## src/logic/vfd_consts.svh

```systemverilog
// timing counts, field positions and reset values of the command unit
`ifndef VFD_CONSTS_SVH
`define VFD_CONSTS_SVH
`define KEY_COLS 6
`define KEY_ROWS 4
`define KEY_BITS 24
`define MEM_DEPTH 22
`define ADDR_LIMIT 5'h16
`define SECT_PER_SLOT 16
`define SECT_DIV_DEF 64
`define LAMP_RST 4'hF
`define MODE_RST 4'h0
`define DIM_RST 3'h0
`define CMD_TYPE_MSB 7
`define CMD_TYPE_LSB 6
`define CMD_MODE 2'h0
`define CMD_DATA 2'h1
`define CMD_CTRL 2'h2
`define CMD_ADDR 2'h3
`define DATA_FIX_BIT 2
`define CTRL_ON_BIT 3
`define KEY_RD_LEN 5'h18
`define SW_RD_LEN 5'h08
`endif

```

## src/logic/vfd_pkg.sv

```systemverilog
// types and helper functions shared by the command unit files
package vfd_pkg;
    typedef enum logic [1:0] {
        XF_DISP_WR,
        XF_LAMP_WR,
        XF_KEY_RD,
        XF_SW_RD
    } xfer_t;

    typedef struct packed {
        logic first;
        logic [7:0] data;
    } rx_word_t;

    // lit sections per strobe slot for each dimmer code
    function automatic logic [4:0] dim_width(input logic [2:0] code);
        unique case (code)
            3'h0: dim_width = 5'h01;
            3'h1: dim_width = 5'h02;
            3'h2: dim_width = 5'h04;
            3'h3: dim_width = 5'h0A;
            3'h4: dim_width = 5'h0B;
            3'h5: dim_width = 5'h0C;
            3'h6: dim_width = 5'h0D;
            3'h7: dim_width = 5'h0E;
        endcase
    endfunction : dim_width
endpackage : vfd_pkg

```

## src/logic/scan_if.sv

```systemverilog
// link between the command core and the key scanner
`timescale 1ns/1ns
interface scan_if;
    logic scan_en;
    logic [2:0] dimmer;
    logic [5:0] strobe;
    logic [23:0] keys;
    logic grid_on;
    logic frame_done;
    modport ctrl(output scan_en, dimmer,
        input strobe, keys, grid_on, frame_done);
    modport scan(input scan_en, dimmer,
        output strobe, keys, grid_on, frame_done);
endinterface : scan_if

```

## src/logic/vfd_cmd_unit.sv

```systemverilog
// serial command unit: receiver, decoder, display memory, lamps, reads
// ---------------------------------------------------------------
// Summary of operation
// - strobe columns one at a time, latch returns
// - key store holds six by four bits
// - key read shifts stored bits LSB first
// - one scan pass takes one frame
// - lamp write loads bits LSB first
// - lamp bit zero lights the lamp
// - lamp byte upper four bits discarded
// - general input read shifts LSB first
// - general input read upper bits zero
// - first byte after select is command
// - select rise aborts partial byte and read-back only
// - mode command picks grid/segment configuration
// - mode change blanks display, stops scanning
// - display stays off until on command
// - same mode command has no effect
// - data command picks write or read
// - address command loads memory pointer
// - pointer 16H or above ignores data
// - memory is twenty-two eight-bit bytes
// - dimmer field selects eight grid widths
// ---------------------------------------------------------------
`timescale 1ns/1ns
`include "vfd_consts.svh"
module vfd_cmd_unit #(
    parameter int SECT_DIV = `SECT_DIV_DEF
) (
    input wire logic clk_i,
    input wire logic rst_b_i,
    input wire logic sclk_i,
    input wire logic cs_b_i,
    input wire logic serial_in_i,
    output logic serial_out_o,
    output logic serial_out_oe_o,
    input wire logic [3:0] key_return_inputs_i,
    output logic [5:0] key_strobe_lines_o,
    input wire logic [3:0] general_input_pins_i,
    output logic [3:0] lamp_outputs_o,
    output logic [3:0] disp_mode_o,
    output logic display_on_o,
    output logic grid_pwm_o,
    input wire logic [4:0] disp_rd_addr_i,
    output logic [7:0] disp_rd_data_o
);
    import vfd_pkg::*;

    // ---------------------------------------------------------------
    // pin synchronisers
    // ---------------------------------------------------------------
    logic [10:0] meta_ff;
    logic [10:0] sync_ff;
    logic sclk_d_ff;
    wire sclk_s = sync_ff[0];
    wire cs_b_s = sync_ff[1];
    wire sin_s = sync_ff[2];
    wire [3:0] ret_s = sync_ff[6:3];
    wire [3:0] sw_s = sync_ff[10:7];
    wire sclk_rise = sclk_s & ~sclk_d_ff;
    wire sclk_fall = ~sclk_s & sclk_d_ff;

    always_ff @(posedge clk_i or negedge rst_b_i) begin
        if (!rst_b_i) begin
            // idle levels: shift clock high, so release shows no false edge
            meta_ff <= 11'h003;
            sync_ff <= 11'h003;
            sclk_d_ff <= 1'b1;
        end else begin
            meta_ff <= {general_input_pins_i, key_return_inputs_i,
                serial_in_i, cs_b_i, sclk_i};
            sync_ff <= meta_ff;
            sclk_d_ff <= sync_ff[0];
        end
    end

    // ---------------------------------------------------------------
    // serial receiver
    // ---------------------------------------------------------------
    logic [6:0] rx_sh_ff;
    logic [2:0] bit_cnt_ff;
    logic first_ff;
    wire rx_take = sclk_rise & ~cs_b_s;
    wire byte_done = rx_take & (bit_cnt_ff == 3'h7);
    wire [7:0] rx_byte = {sin_s, rx_sh_ff};
    rx_word_t push_word;
    logic buf_in_ready;

    assign push_word.first = first_ff;
    assign push_word.data = rx_byte;

    always_ff @(posedge clk_i or negedge rst_b_i) begin
        if (!rst_b_i) begin
            rx_sh_ff <= 7'h00;
            bit_cnt_ff <= 3'h0;
            first_ff <= 1'b1;
        end else if (cs_b_s) begin
            // partial byte dropped, earlier effects kept
            bit_cnt_ff <= 3'h0;
            first_ff <= 1'b1;
        end else if (rx_take) begin
            rx_sh_ff <= rx_byte[7:1];
            bit_cnt_ff <= bit_cnt_ff + 3'h1;
            if (byte_done) begin
                first_ff <= 1'b0;
            end
        end
    end

    // ---------------------------------------------------------------
    // receive buffer; decoder takes one byte per two cycles
    // ---------------------------------------------------------------
    logic pop_valid;
    logic dec_busy_ff;
    rx_word_t pop_word;
    wire pop = pop_valid & ~dec_busy_ff;

    byte_buffer #(.W(9)) u_buf (
        .clk_i(clk_i),
        .rst_b_i(rst_b_i),
        .in_valid_i(byte_done),
        .in_ready_o(buf_in_ready),
        .in_data_i(push_word),
        .out_valid_o(pop_valid),
        .out_ready_i(~dec_busy_ff),
        .out_data_o(pop_word)
    );

    // ---------------------------------------------------------------
    // command decode
    // ---------------------------------------------------------------
    wire [1:0] cmd_type = pop_word.data[`CMD_TYPE_MSB:`CMD_TYPE_LSB];
    wire is_cmd = pop & pop_word.first;
    wire is_dat = pop & ~pop_word.first;
    wire mode_cmd = is_cmd & (cmd_type == `CMD_MODE);
    wire data_cmd = is_cmd & (cmd_type == `CMD_DATA);
    wire ctrl_cmd = is_cmd & (cmd_type == `CMD_CTRL);
    wire addr_cmd = is_cmd & (cmd_type == `CMD_ADDR);
    wire [3:0] new_mode = pop_word.data[3:0];
    wire mode_change = mode_cmd & (new_mode != disp_mode_o);
    wire [1:0] new_xfer = pop_word.data[1:0];
    wire key_rd_cmd = data_cmd & (new_xfer == XF_KEY_RD);
    wire sw_rd_cmd = data_cmd & (new_xfer == XF_SW_RD);

    xfer_t xfer_ff;
    logic fixed_ff;
    logic [4:0] addr_ff;
    logic [3:0] mode_ff;
    logic disp_on_ff;
    logic [2:0] dim_ff;
    logic [3:0] lamp_ff;
    logic [7:0] mem [0:`MEM_DEPTH-1];
    logic [7:0] rd_data_ff;

    wire addr_ok = (addr_ff < `ADDR_LIMIT);
    wire mem_wr = is_dat & (xfer_ff == XF_DISP_WR) & addr_ok;
    wire lamp_wr = is_dat & (xfer_ff == XF_LAMP_WR);

    always_ff @(posedge clk_i or negedge rst_b_i) begin
        if (!rst_b_i) begin
            dec_busy_ff <= 1'b0;
            xfer_ff <= XF_DISP_WR;
            fixed_ff <= 1'b0;
            addr_ff <= 5'h00;
            mode_ff <= `MODE_RST;
            disp_on_ff <= 1'b0;
            dim_ff <= `DIM_RST;
            lamp_ff <= `LAMP_RST;
        end else begin
            dec_busy_ff <= pop;
            if (mode_change) begin
                mode_ff <= new_mode;
                disp_on_ff <= 1'b0;
            end
            if (data_cmd) begin
                xfer_ff <= xfer_t'(new_xfer);
                fixed_ff <= pop_word.data[`DATA_FIX_BIT];
            end
            if (addr_cmd) begin
                addr_ff <= pop_word.data[4:0];
            end
            if (ctrl_cmd) begin
                disp_on_ff <= pop_word.data[`CTRL_ON_BIT];
                dim_ff <= pop_word.data[2:0];
            end
            if (mem_wr & ~fixed_ff) begin
                addr_ff <= addr_ff + 5'h01;
            end
            if (lamp_wr) begin
                lamp_ff <= pop_word.data[3:0];
            end
        end
    end

    // memory has no reset; contents are undefined until written
    always_ff @(posedge clk_i) begin
        if (mem_wr) begin
            mem[addr_ff] <= pop_word.data;
        end
    end

    wire rd_ok = (disp_rd_addr_i < `ADDR_LIMIT);
    always_ff @(posedge clk_i or negedge rst_b_i) begin
        if (!rst_b_i) begin
            rd_data_ff <= 8'h00;
        end else begin
            rd_data_ff <= rd_ok ? mem[disp_rd_addr_i] : 8'h00;
        end
    end

    // ---------------------------------------------------------------
    // read-back shifter, open-drain output
    // ---------------------------------------------------------------
    scan_if sif ();
    logic [23:0] tx_sh_ff;
    logic [4:0] tx_left_ff;
    logic out_bit_ff;
    wire [23:0] sw_word = {20'h00000, sw_s};

    always_ff @(posedge clk_i or negedge rst_b_i) begin
        if (!rst_b_i) begin
            tx_sh_ff <= 24'h000000;
            tx_left_ff <= 5'h00;
            out_bit_ff <= 1'b1;
        end else if (cs_b_s) begin
            tx_left_ff <= 5'h00;
            out_bit_ff <= 1'b1;
        end else if (key_rd_cmd) begin
            tx_sh_ff <= sif.keys;
            tx_left_ff <= `KEY_RD_LEN;
        end else if (sw_rd_cmd) begin
            tx_sh_ff <= sw_word;
            tx_left_ff <= `SW_RD_LEN;
        end else if (sclk_fall) begin
            // one bit per falling edge, then released high
            out_bit_ff <= (tx_left_ff != 5'h00) ? tx_sh_ff[0] : 1'b1;
            tx_sh_ff <= {1'b0, tx_sh_ff[23:1]};
            if (tx_left_ff != 5'h00) begin
                tx_left_ff <= tx_left_ff - 5'h01;
            end
        end
    end

    assign serial_out_o = 1'b0;
    assign serial_out_oe_o = ~out_bit_ff;

    // ---------------------------------------------------------------
    // key scanner and outputs
    // ---------------------------------------------------------------
    assign sif.scan_en = disp_on_ff;
    assign sif.dimmer = dim_ff;

    key_scanner #(.SECT_DIV(SECT_DIV)) u_scan (
        .clk_i(clk_i),
        .rst_b_i(rst_b_i),
        .key_ret_i(ret_s),
        .sif(sif)
    );

    assign key_strobe_lines_o = sif.strobe;
    assign lamp_outputs_o = lamp_ff;
    assign disp_mode_o = mode_ff;
    assign display_on_o = disp_on_ff;
    assign grid_pwm_o = sif.grid_on & disp_on_ff;
    assign disp_rd_data_o = rd_data_ff;
endmodule : vfd_cmd_unit

```

## src/logic/byte_buffer.sv

```systemverilog
// two-entry valid/ready buffer for received bytes
`timescale 1ns/1ns
module byte_buffer #(
    parameter int W = 9
) (
    input wire logic clk_i,
    input wire logic rst_b_i,
    input wire logic in_valid_i,
    output logic in_ready_o,
    input wire logic [W-1:0] in_data_i,
    output logic out_valid_o,
    input wire logic out_ready_i,
    output logic [W-1:0] out_data_o
);
    logic [W-1:0] ent_ff [0:1];
    logic wr_ptr_ff;
    logic rd_ptr_ff;
    logic [1:0] cnt_ff;
    wire push = in_valid_i & in_ready_o;
    wire pop = out_valid_o & out_ready_i;

    assign in_ready_o = (cnt_ff != 2'h2);
    assign out_valid_o = (cnt_ff != 2'h0);
    assign out_data_o = ent_ff[rd_ptr_ff];

    always_ff @(posedge clk_i or negedge rst_b_i) begin
        if (!rst_b_i) begin
            wr_ptr_ff <= 1'b0;
            rd_ptr_ff <= 1'b0;
            cnt_ff <= 2'h0;
            ent_ff[0] <= '0;
            ent_ff[1] <= '0;
        end else begin
            if (push) begin
                ent_ff[wr_ptr_ff] <= in_data_i;
                wr_ptr_ff <= ~wr_ptr_ff;
            end
            if (pop) begin
                rd_ptr_ff <= ~rd_ptr_ff;
            end
            cnt_ff <= cnt_ff + {1'b0, push} - {1'b0, pop};
        end
    end
endmodule : byte_buffer

```

## src/logic/key_scanner.sv

```systemverilog
// six-strobe key scanner with grid dimming window
`timescale 1ns/1ns
`include "vfd_consts.svh"
module key_scanner #(
    parameter int SECT_DIV = `SECT_DIV_DEF
) (
    input wire logic clk_i,
    input wire logic rst_b_i,
    input wire logic [3:0] key_ret_i,
    scan_if.scan sif
);
    import vfd_pkg::*;
    logic [15:0] div_ff;
    logic [3:0] sect_ff;
    logic [2:0] col_ff;
    logic [5:0] strobe_ff;
    logic [23:0] keys_ff;
    logic grid_ff;
    logic done_ff;
    wire tick = (div_ff == 16'(SECT_DIV - 1));
    wire slot_end = tick & (sect_ff == 4'(`SECT_PER_SLOT - 1));
    wire last_col = (col_ff == 3'(`KEY_COLS - 1));
    wire lit = ({1'b0, sect_ff} < dim_width(sif.dimmer));

    assign sif.strobe = strobe_ff;
    assign sif.keys = keys_ff;
    assign sif.grid_on = grid_ff;
    assign sif.frame_done = done_ff;

    always_ff @(posedge clk_i or negedge rst_b_i) begin
        if (!rst_b_i) begin
            div_ff <= 16'h0000;
            sect_ff <= 4'h0;
            col_ff <= 3'h0;
            strobe_ff <= 6'h00;
            keys_ff <= 24'h000000;
            grid_ff <= 1'b0;
            done_ff <= 1'b0;
        end else if (!sif.scan_en) begin
            // scanning halts; stored keys stay readable
            div_ff <= 16'h0000;
            sect_ff <= 4'h0;
            col_ff <= 3'h0;
            strobe_ff <= 6'h00;
            grid_ff <= 1'b0;
            done_ff <= 1'b0;
        end else begin
            div_ff <= tick ? 16'h0000 : div_ff + 16'h0001;
            strobe_ff <= 6'(6'h01 << col_ff);
            grid_ff <= lit;
            done_ff <= slot_end & last_col;
            if (tick) begin
                sect_ff <= sect_ff + 4'h1;
            end
            if (slot_end) begin
                // sample at slot end so the returns have settled
                keys_ff[col_ff*4 +: 4] <= key_ret_i;
                col_ff <= last_col ? 3'h0 : col_ff + 3'h1;
            end
        end
    end
endmodule : key_scanner

```

## config.mk

```make
export PLATFORM = sky130hd
export DESIGN_NAME = vfd_cmd_unit
export DESIGN_NICKNAME = d
export VERILOG_FILES = /design/src/logic/vfd_pkg.sv /design/src/logic/scan_if.sv /design/src/logic/vfd_cmd_unit.sv /design/src/logic/byte_buffer.sv /design/src/logic/key_scanner.sv
export VERILOG_INCLUDE_DIRS = /design/src /design/src/logic
export SDC_FILE = /design/constraint.sdc
export NUM_CORES = 1
export LEC_CHECK = 0
export BUFFER_PORTS_ARGS = -buffer_cell sky130_fd_sc_hd__buf_2
export CAP_MARGIN = 20
export CORE_UTILIZATION = 55
export CTS_BUF_LIST = sky130_fd_sc_hd__clkbuf_4
export DETAILED_ROUTE_END_ITERATION = 10
export PLACE_DENSITY = 0.72
export SETUP_SLACK_MARGIN = 0.05
export SLEW_MARGIN = 0
export SYNTH_ARGS = -nofsm -noshare
export SYNTH_HDL_FRONTEND = slang
export SYNTH_SLANG_ARGS = --single-unit
export TNS_END_PERCENT = 50
```

## constraint.sdc

```tcl
create_clock -name clk_i -period 3 [get_ports clk_i]
set_input_delay 0.6 -clock clk_i [delete_from_list [all_inputs] [get_ports clk_i]]
set_output_delay 0.6 -clock clk_i [all_outputs]
set_load 0.1 [all_outputs]
```

==> results summary <==
The number of port buffers is 42. The starting density of the core is 0.566. After synthesis, the cell types taking the most area are sky130_fd_sc_hd__edfxtp_1 37%, sky130_fd_sc_hd__dfrtp_1 27%, sky130_fd_sc_hd__mux2_2 4.2%, sky130_fd_sc_hd__mux2i_1 3.2%, sky130_fd_sc_hd__mux4_2 3.0%. The pin count of the biggest net entering global routing is 77. The critical path is of the register to register type.

The combinational share of power came out at 0.111. The total negative slack for setup checks is 0 ps. The number of pins exceeding their max-slew limit in the final report is 0. The part of the total power dissipated in the clock network came out at 0.377.

The share of the yosys chip area belonging to registers is 0.663. The startpoint of the worst-slack reg-to-reg timing path is u_buf.rd_ptr_ff. The worst pin sits at a relative slew slack of 0.444. The sum of internal, switching and leakage power came out at 10.9 mW. The cell-internal power came out at 8.08 mW. The detailed-router iteration count before antenna repair is 5. The mean instance size in the synthesized netlist is 14.3 µm².

Counting the fill cells in the layout gives 1933. In this run the critical register-to-register path is captured at tx_sh_ff[16]. The combined global-route utilization of all metal layers is 0.234. The estimated wirelength of the detail-placed design is 18700 µm.

The number of antenna violations at the first check in global routing came to 2. The count of H-tree levels built during CTS came out at 3. The final wirelength came out at 29500 µm. The post-synth net total came out at 1045. The signed area change from the synthesized netlist to the final layout is 14.8%. The data required time at the worst endpoint is 3580 ps.

Measured on the finished design, the core utilization comes to 0.650. Walking the worst path, the cells encountered are buf_4, mux2i_2, a2111oi_2, or3_1, o221a_2. The startpoint kind of the worst setup timing path is a register. Broken down by cell family, the worst path's largest delay share belongs to simple AND/OR/NAND/NOR gates.

The wire length on met1 came out at 12700 µm. Synthesis inferred 345 register bits. The run finished with clean final reports. The switching part of the total is 0.256. The floorplan step defined a die boundary enclosing 26800 µm². The via count normalized by instance count is 5.68. The largest clock skew in the final design came out at 56.0 ps. The CTS tree is yes. The maximum fanout count along the critical path came out at 23.

Synthesis produced a netlist whose cell count is 1003. Post-CTS repair changed the size of 0 cells. The share of the clock period used by the worst path after layout is 0.902.

The smallest clock period supported by the final layout is computed as 2710 ps. The DRC violation count after routing came out at 0. Across the VDD grid, the largest voltage drop is 0.399 mV.

In the synthesized netlist the async set-or-reset flop fraction comes to 0.490. The fmax is 370 MHz. For this run, the leading register cell type out of synthesis is sky130_fd_sc_hd__edfxtp_1. The minimum setup slack among reg-to-reg paths is 290 ps. Counting instances, the worst hold path has a depth of 2. Yosys mapped a number of flops with a built-in enable equal to 176. The vertical die dimension is 164 µm. The overall via count from detail_route came out at 8821. The count of routing violations after the opening detailed-route iteration came out at 612.

The final hold violation count is 0. Setup violations remaining at the end of the flow were counted as 0. The leakage power is 6.66 nW. The startpoint identified for the worst hold timing path is disp_rd_addr_i[3]. The path class of the tightest hold or removal check is input port to register.

The sum of overflow across all layers after global routing came out at 0. The highest metal layer with signal wires is met5. The reported net switching power came out at 2.78 mW.

Buffers inserted during clock tree synthesis total 86. The delay of the slowest cell on the worst path came out at 720 ps. The ratio of total power to cell area came out at 657 nW/µm². The clock sink total is 345. The met2 routed wirelength is 14200 µm.

The top cell type's share of synthesized area is 0.368. The final-stage net count came out at 1195. The latest clock arrival within the worst-skew pair is 730 ps. The met3 wirelength from detailed routing came out at 1700 µm.

The core area is 25400 µm². The global placement routability congestion is 0.818. The die outline width came out at 164 µm. The count of different cell masters after synthesis came out at 70. The post-detailed-route count of antenna-violating nets came out at 0. After synthesis the cells add up to 14400 µm². In the final routed layout, each cell accounts on average for 19.0 µm. The data arrival time of the worst path came out at 3280 ps. The share of total power dissipated in sequential elements is 0.512.

Counting along the longest clock path gives a buffer depth of 3. The logic depth of the worst path, buffers included came out at 5. The fraction of layout cells with a size suffix above 1 is 0.279.

The cell type with the largest total area after synthesis is sky130_fd_sc_hd__edfxtp_1. In this run the clock root is driven by a sky130_fd_sc_hd__clkbuf_4. Setup repair after global routing left no endpoint under its margin. The actual slew at the worst max-slew pin came out at 834 ps. The number of standard-cell rows in the floorplan came out at 58. The via count of the first global-routing pass came out at 9043. The I/O pin count is 44.

Clock-pin slew was measured on the worst setup and hold paths at 70 ps. The worst register-to-register path has a depth of 5. The worst setup path is captured at a register.

The first global-routing pass estimated 47700 µm of wire. The slowest stage of the critical path is the sky130_fd_sc_hd__or3_1 cell. The yosys synthesis warning count came out at 0. The endpoint with the worst hold slack is disp_rd_data_o[3]. The sum of buffers and inverters on the critical path is 1.

Max-cap violations in this run came to 0.
layout by cell type, fill, tap and decap left out, types with 11 or more instances in the layout:
cell type | Yosys | layout
sky130_fd_sc_hd__nand3_1 | 24 | 24
sky130_fd_sc_hd__inv_1 | 36 | 36
sky130_fd_sc_hd__edfxtp_1 | 176 | 176
sky130_fd_sc_hd__nor2_1 | 79 | 79
sky130_fd_sc_hd__nand2_1 | 77 | 77
sky130_fd_sc_hd__mux2_2 | 53 | 53
sky130_fd_sc_hd__mux2i_1 | 46 | 45
sky130_fd_sc_hd__clkinv_1 | 1 | 15
sky130_fd_sc_hd__a21oi_1 | 22 | 22
sky130_fd_sc_hd__dlygate4sd3_1 | 0 | 12
sky130_fd_sc_hd__dfstp_2 | 11 | 11
sky130_fd_sc_hd__o221a_1 | 22 | 22
sky130_fd_sc_hd__xnor2_1 | 16 | 16
sky130_fd_sc_hd__mux4_2 | 19 | 19
sky130_fd_sc_hd__buf_4 | 4 | 43
sky130_fd_sc_hd__buf_2 | 12 | 41
sky130_fd_sc_hd__clkbuf_4 | 0 | 138
sky130_fd_sc_hd__and2_1 | 11 | 11
sky130_fd_sc_hd__dfrtp_1 | 158 | 158
sky130_fd_sc_hd__o21ai_0 | 31 | 31
sky130_fd_sc_hd__a221oi_1 | 11 | 11
sky130_fd_sc_hd__ha_1 | 24 | 24
state kept, by name (all words and copies together) (netlist names), 4 cells and up:
name and cells:
mem 176, tx_sh_ff 24, u_scan.sif.keys 24, u_buf.ent_ff 18, u_scan.div_ff 16, meta_ff 11, sync_ff 11, disp_rd_data_o 8
rx_sh_ff 7, u_scan.sif.strobe 6, addr_ff 5, tx_left_ff 5, disp_mode_o 4, lamp_outputs_o 4, u_scan.sect_ff 4
area by class of cell:
type / instances / area, µm² / share of cell area
sequential: 345 / 9530 / 0.577
multi-input combinational: 579 / 4510 / 0.273
clock buffer: 138 / 1040 / 0.0627
timing repair buffer: 101 / 739 / 0.0448
tap: 330 / 413 / 0.0250
inverter: 40 / 150 / 0.00909
clock inverter: 20 / 131 / 0.00796
antenna: 1 / 2.50 / 0.000152
kinds of logic after synthesis:
kind of cell	count (synthesis)	synth area share
AOI/OAI and AO/OA	137	0.0739
other	1	0.000261
and+or+nand+nor	264	0.0914
muxes	127	0.111
DFF	345	0.663
adders and majority gates	24	0.0209
xor gates and xnor gates	26	0.0158
buffers and inverters	79	0.0238
synthesized netlist by cell type, drive strengths merged (7+ instances only):
cell type and instances:
o211ai 7, a221oi 11, ha 24, a221o 7
and2 11, edfxtp 176, dfrtp 158, mux2i 48
a21oi 24, o221a 23, mux2 60, dfstp 11
mux4 19, inv 39, clkbuf 19, a211o 10
nand2b 7, nor4 7, xor2 10, nand2 78
xnor2 16, nand4 9, buf 20, and3 8
nor2 82, nor2b 9, nand3 24, o21ai 32
through the flow:
| step | setup slack, ps | area [µm²] | hold slack (ps) | cells |
|---|---|---|---|---|
| after floorplan | 386 | 14400 | 304 | 1003 |
| after global placement | 426 | 15200 | 331 | 1383 |
| after detailed placement | 345 | 15200 | 337 | 1383 |
| after CTS | 315 | 16500 | 193 | 1553 |
| after global routing | 165 | 16500 | 211 | 1554 |
| final | 295 | 16500 | 247 | 1554 |
layer usage:
metal	GRT usage	vias to the layer above
met3	0.0493	81
li1	-	4071
met1	0.310	4380
met5	0	-
met4	0.101	2
met2	0.377	287
power by group through the flow:
stage / registers, mW / clock network, mW / logic [mW]
6_report: 5.56 / 4.09 / 1.21
3_5_place_dp: 5.65 / 0 / 1.20
2_1_floorplan: 5.64 / 0 / 0.763
4_1_cts: 5.56 / 4.20 / 1.21
3_3_place_gp: 5.64 / 0 / 1.16
5_1_grt: 5.60 / 4.43 / 1.31
what timing repair did:
item	in CTS	in global routing
setup buffers	0	0
hold buffers	12	0
endpoints found under the hold margin	75	0
worst max-delay path by stage:
stage          slack, ps      endpoint             from
6_report             290  tx_sh_ff[16]  u_buf.rd_ptr_ff
5_1_grt              160  tx_sh_ff[13]  u_buf.rd_ptr_ff
4_1_cts              320  tx_sh_ff[16]  u_buf.rd_ptr_ff
3_5_place_dp         340  tx_sh_ff[16]  u_buf.rd_ptr_ff
3_3_place_gp         430  tx_sh_ff[16]  u_buf.rd_ptr_ff
2_1_floorplan        390    grid_pwm_o     display_on_o
Note: power is estimated with default switching activity, not from simulation.
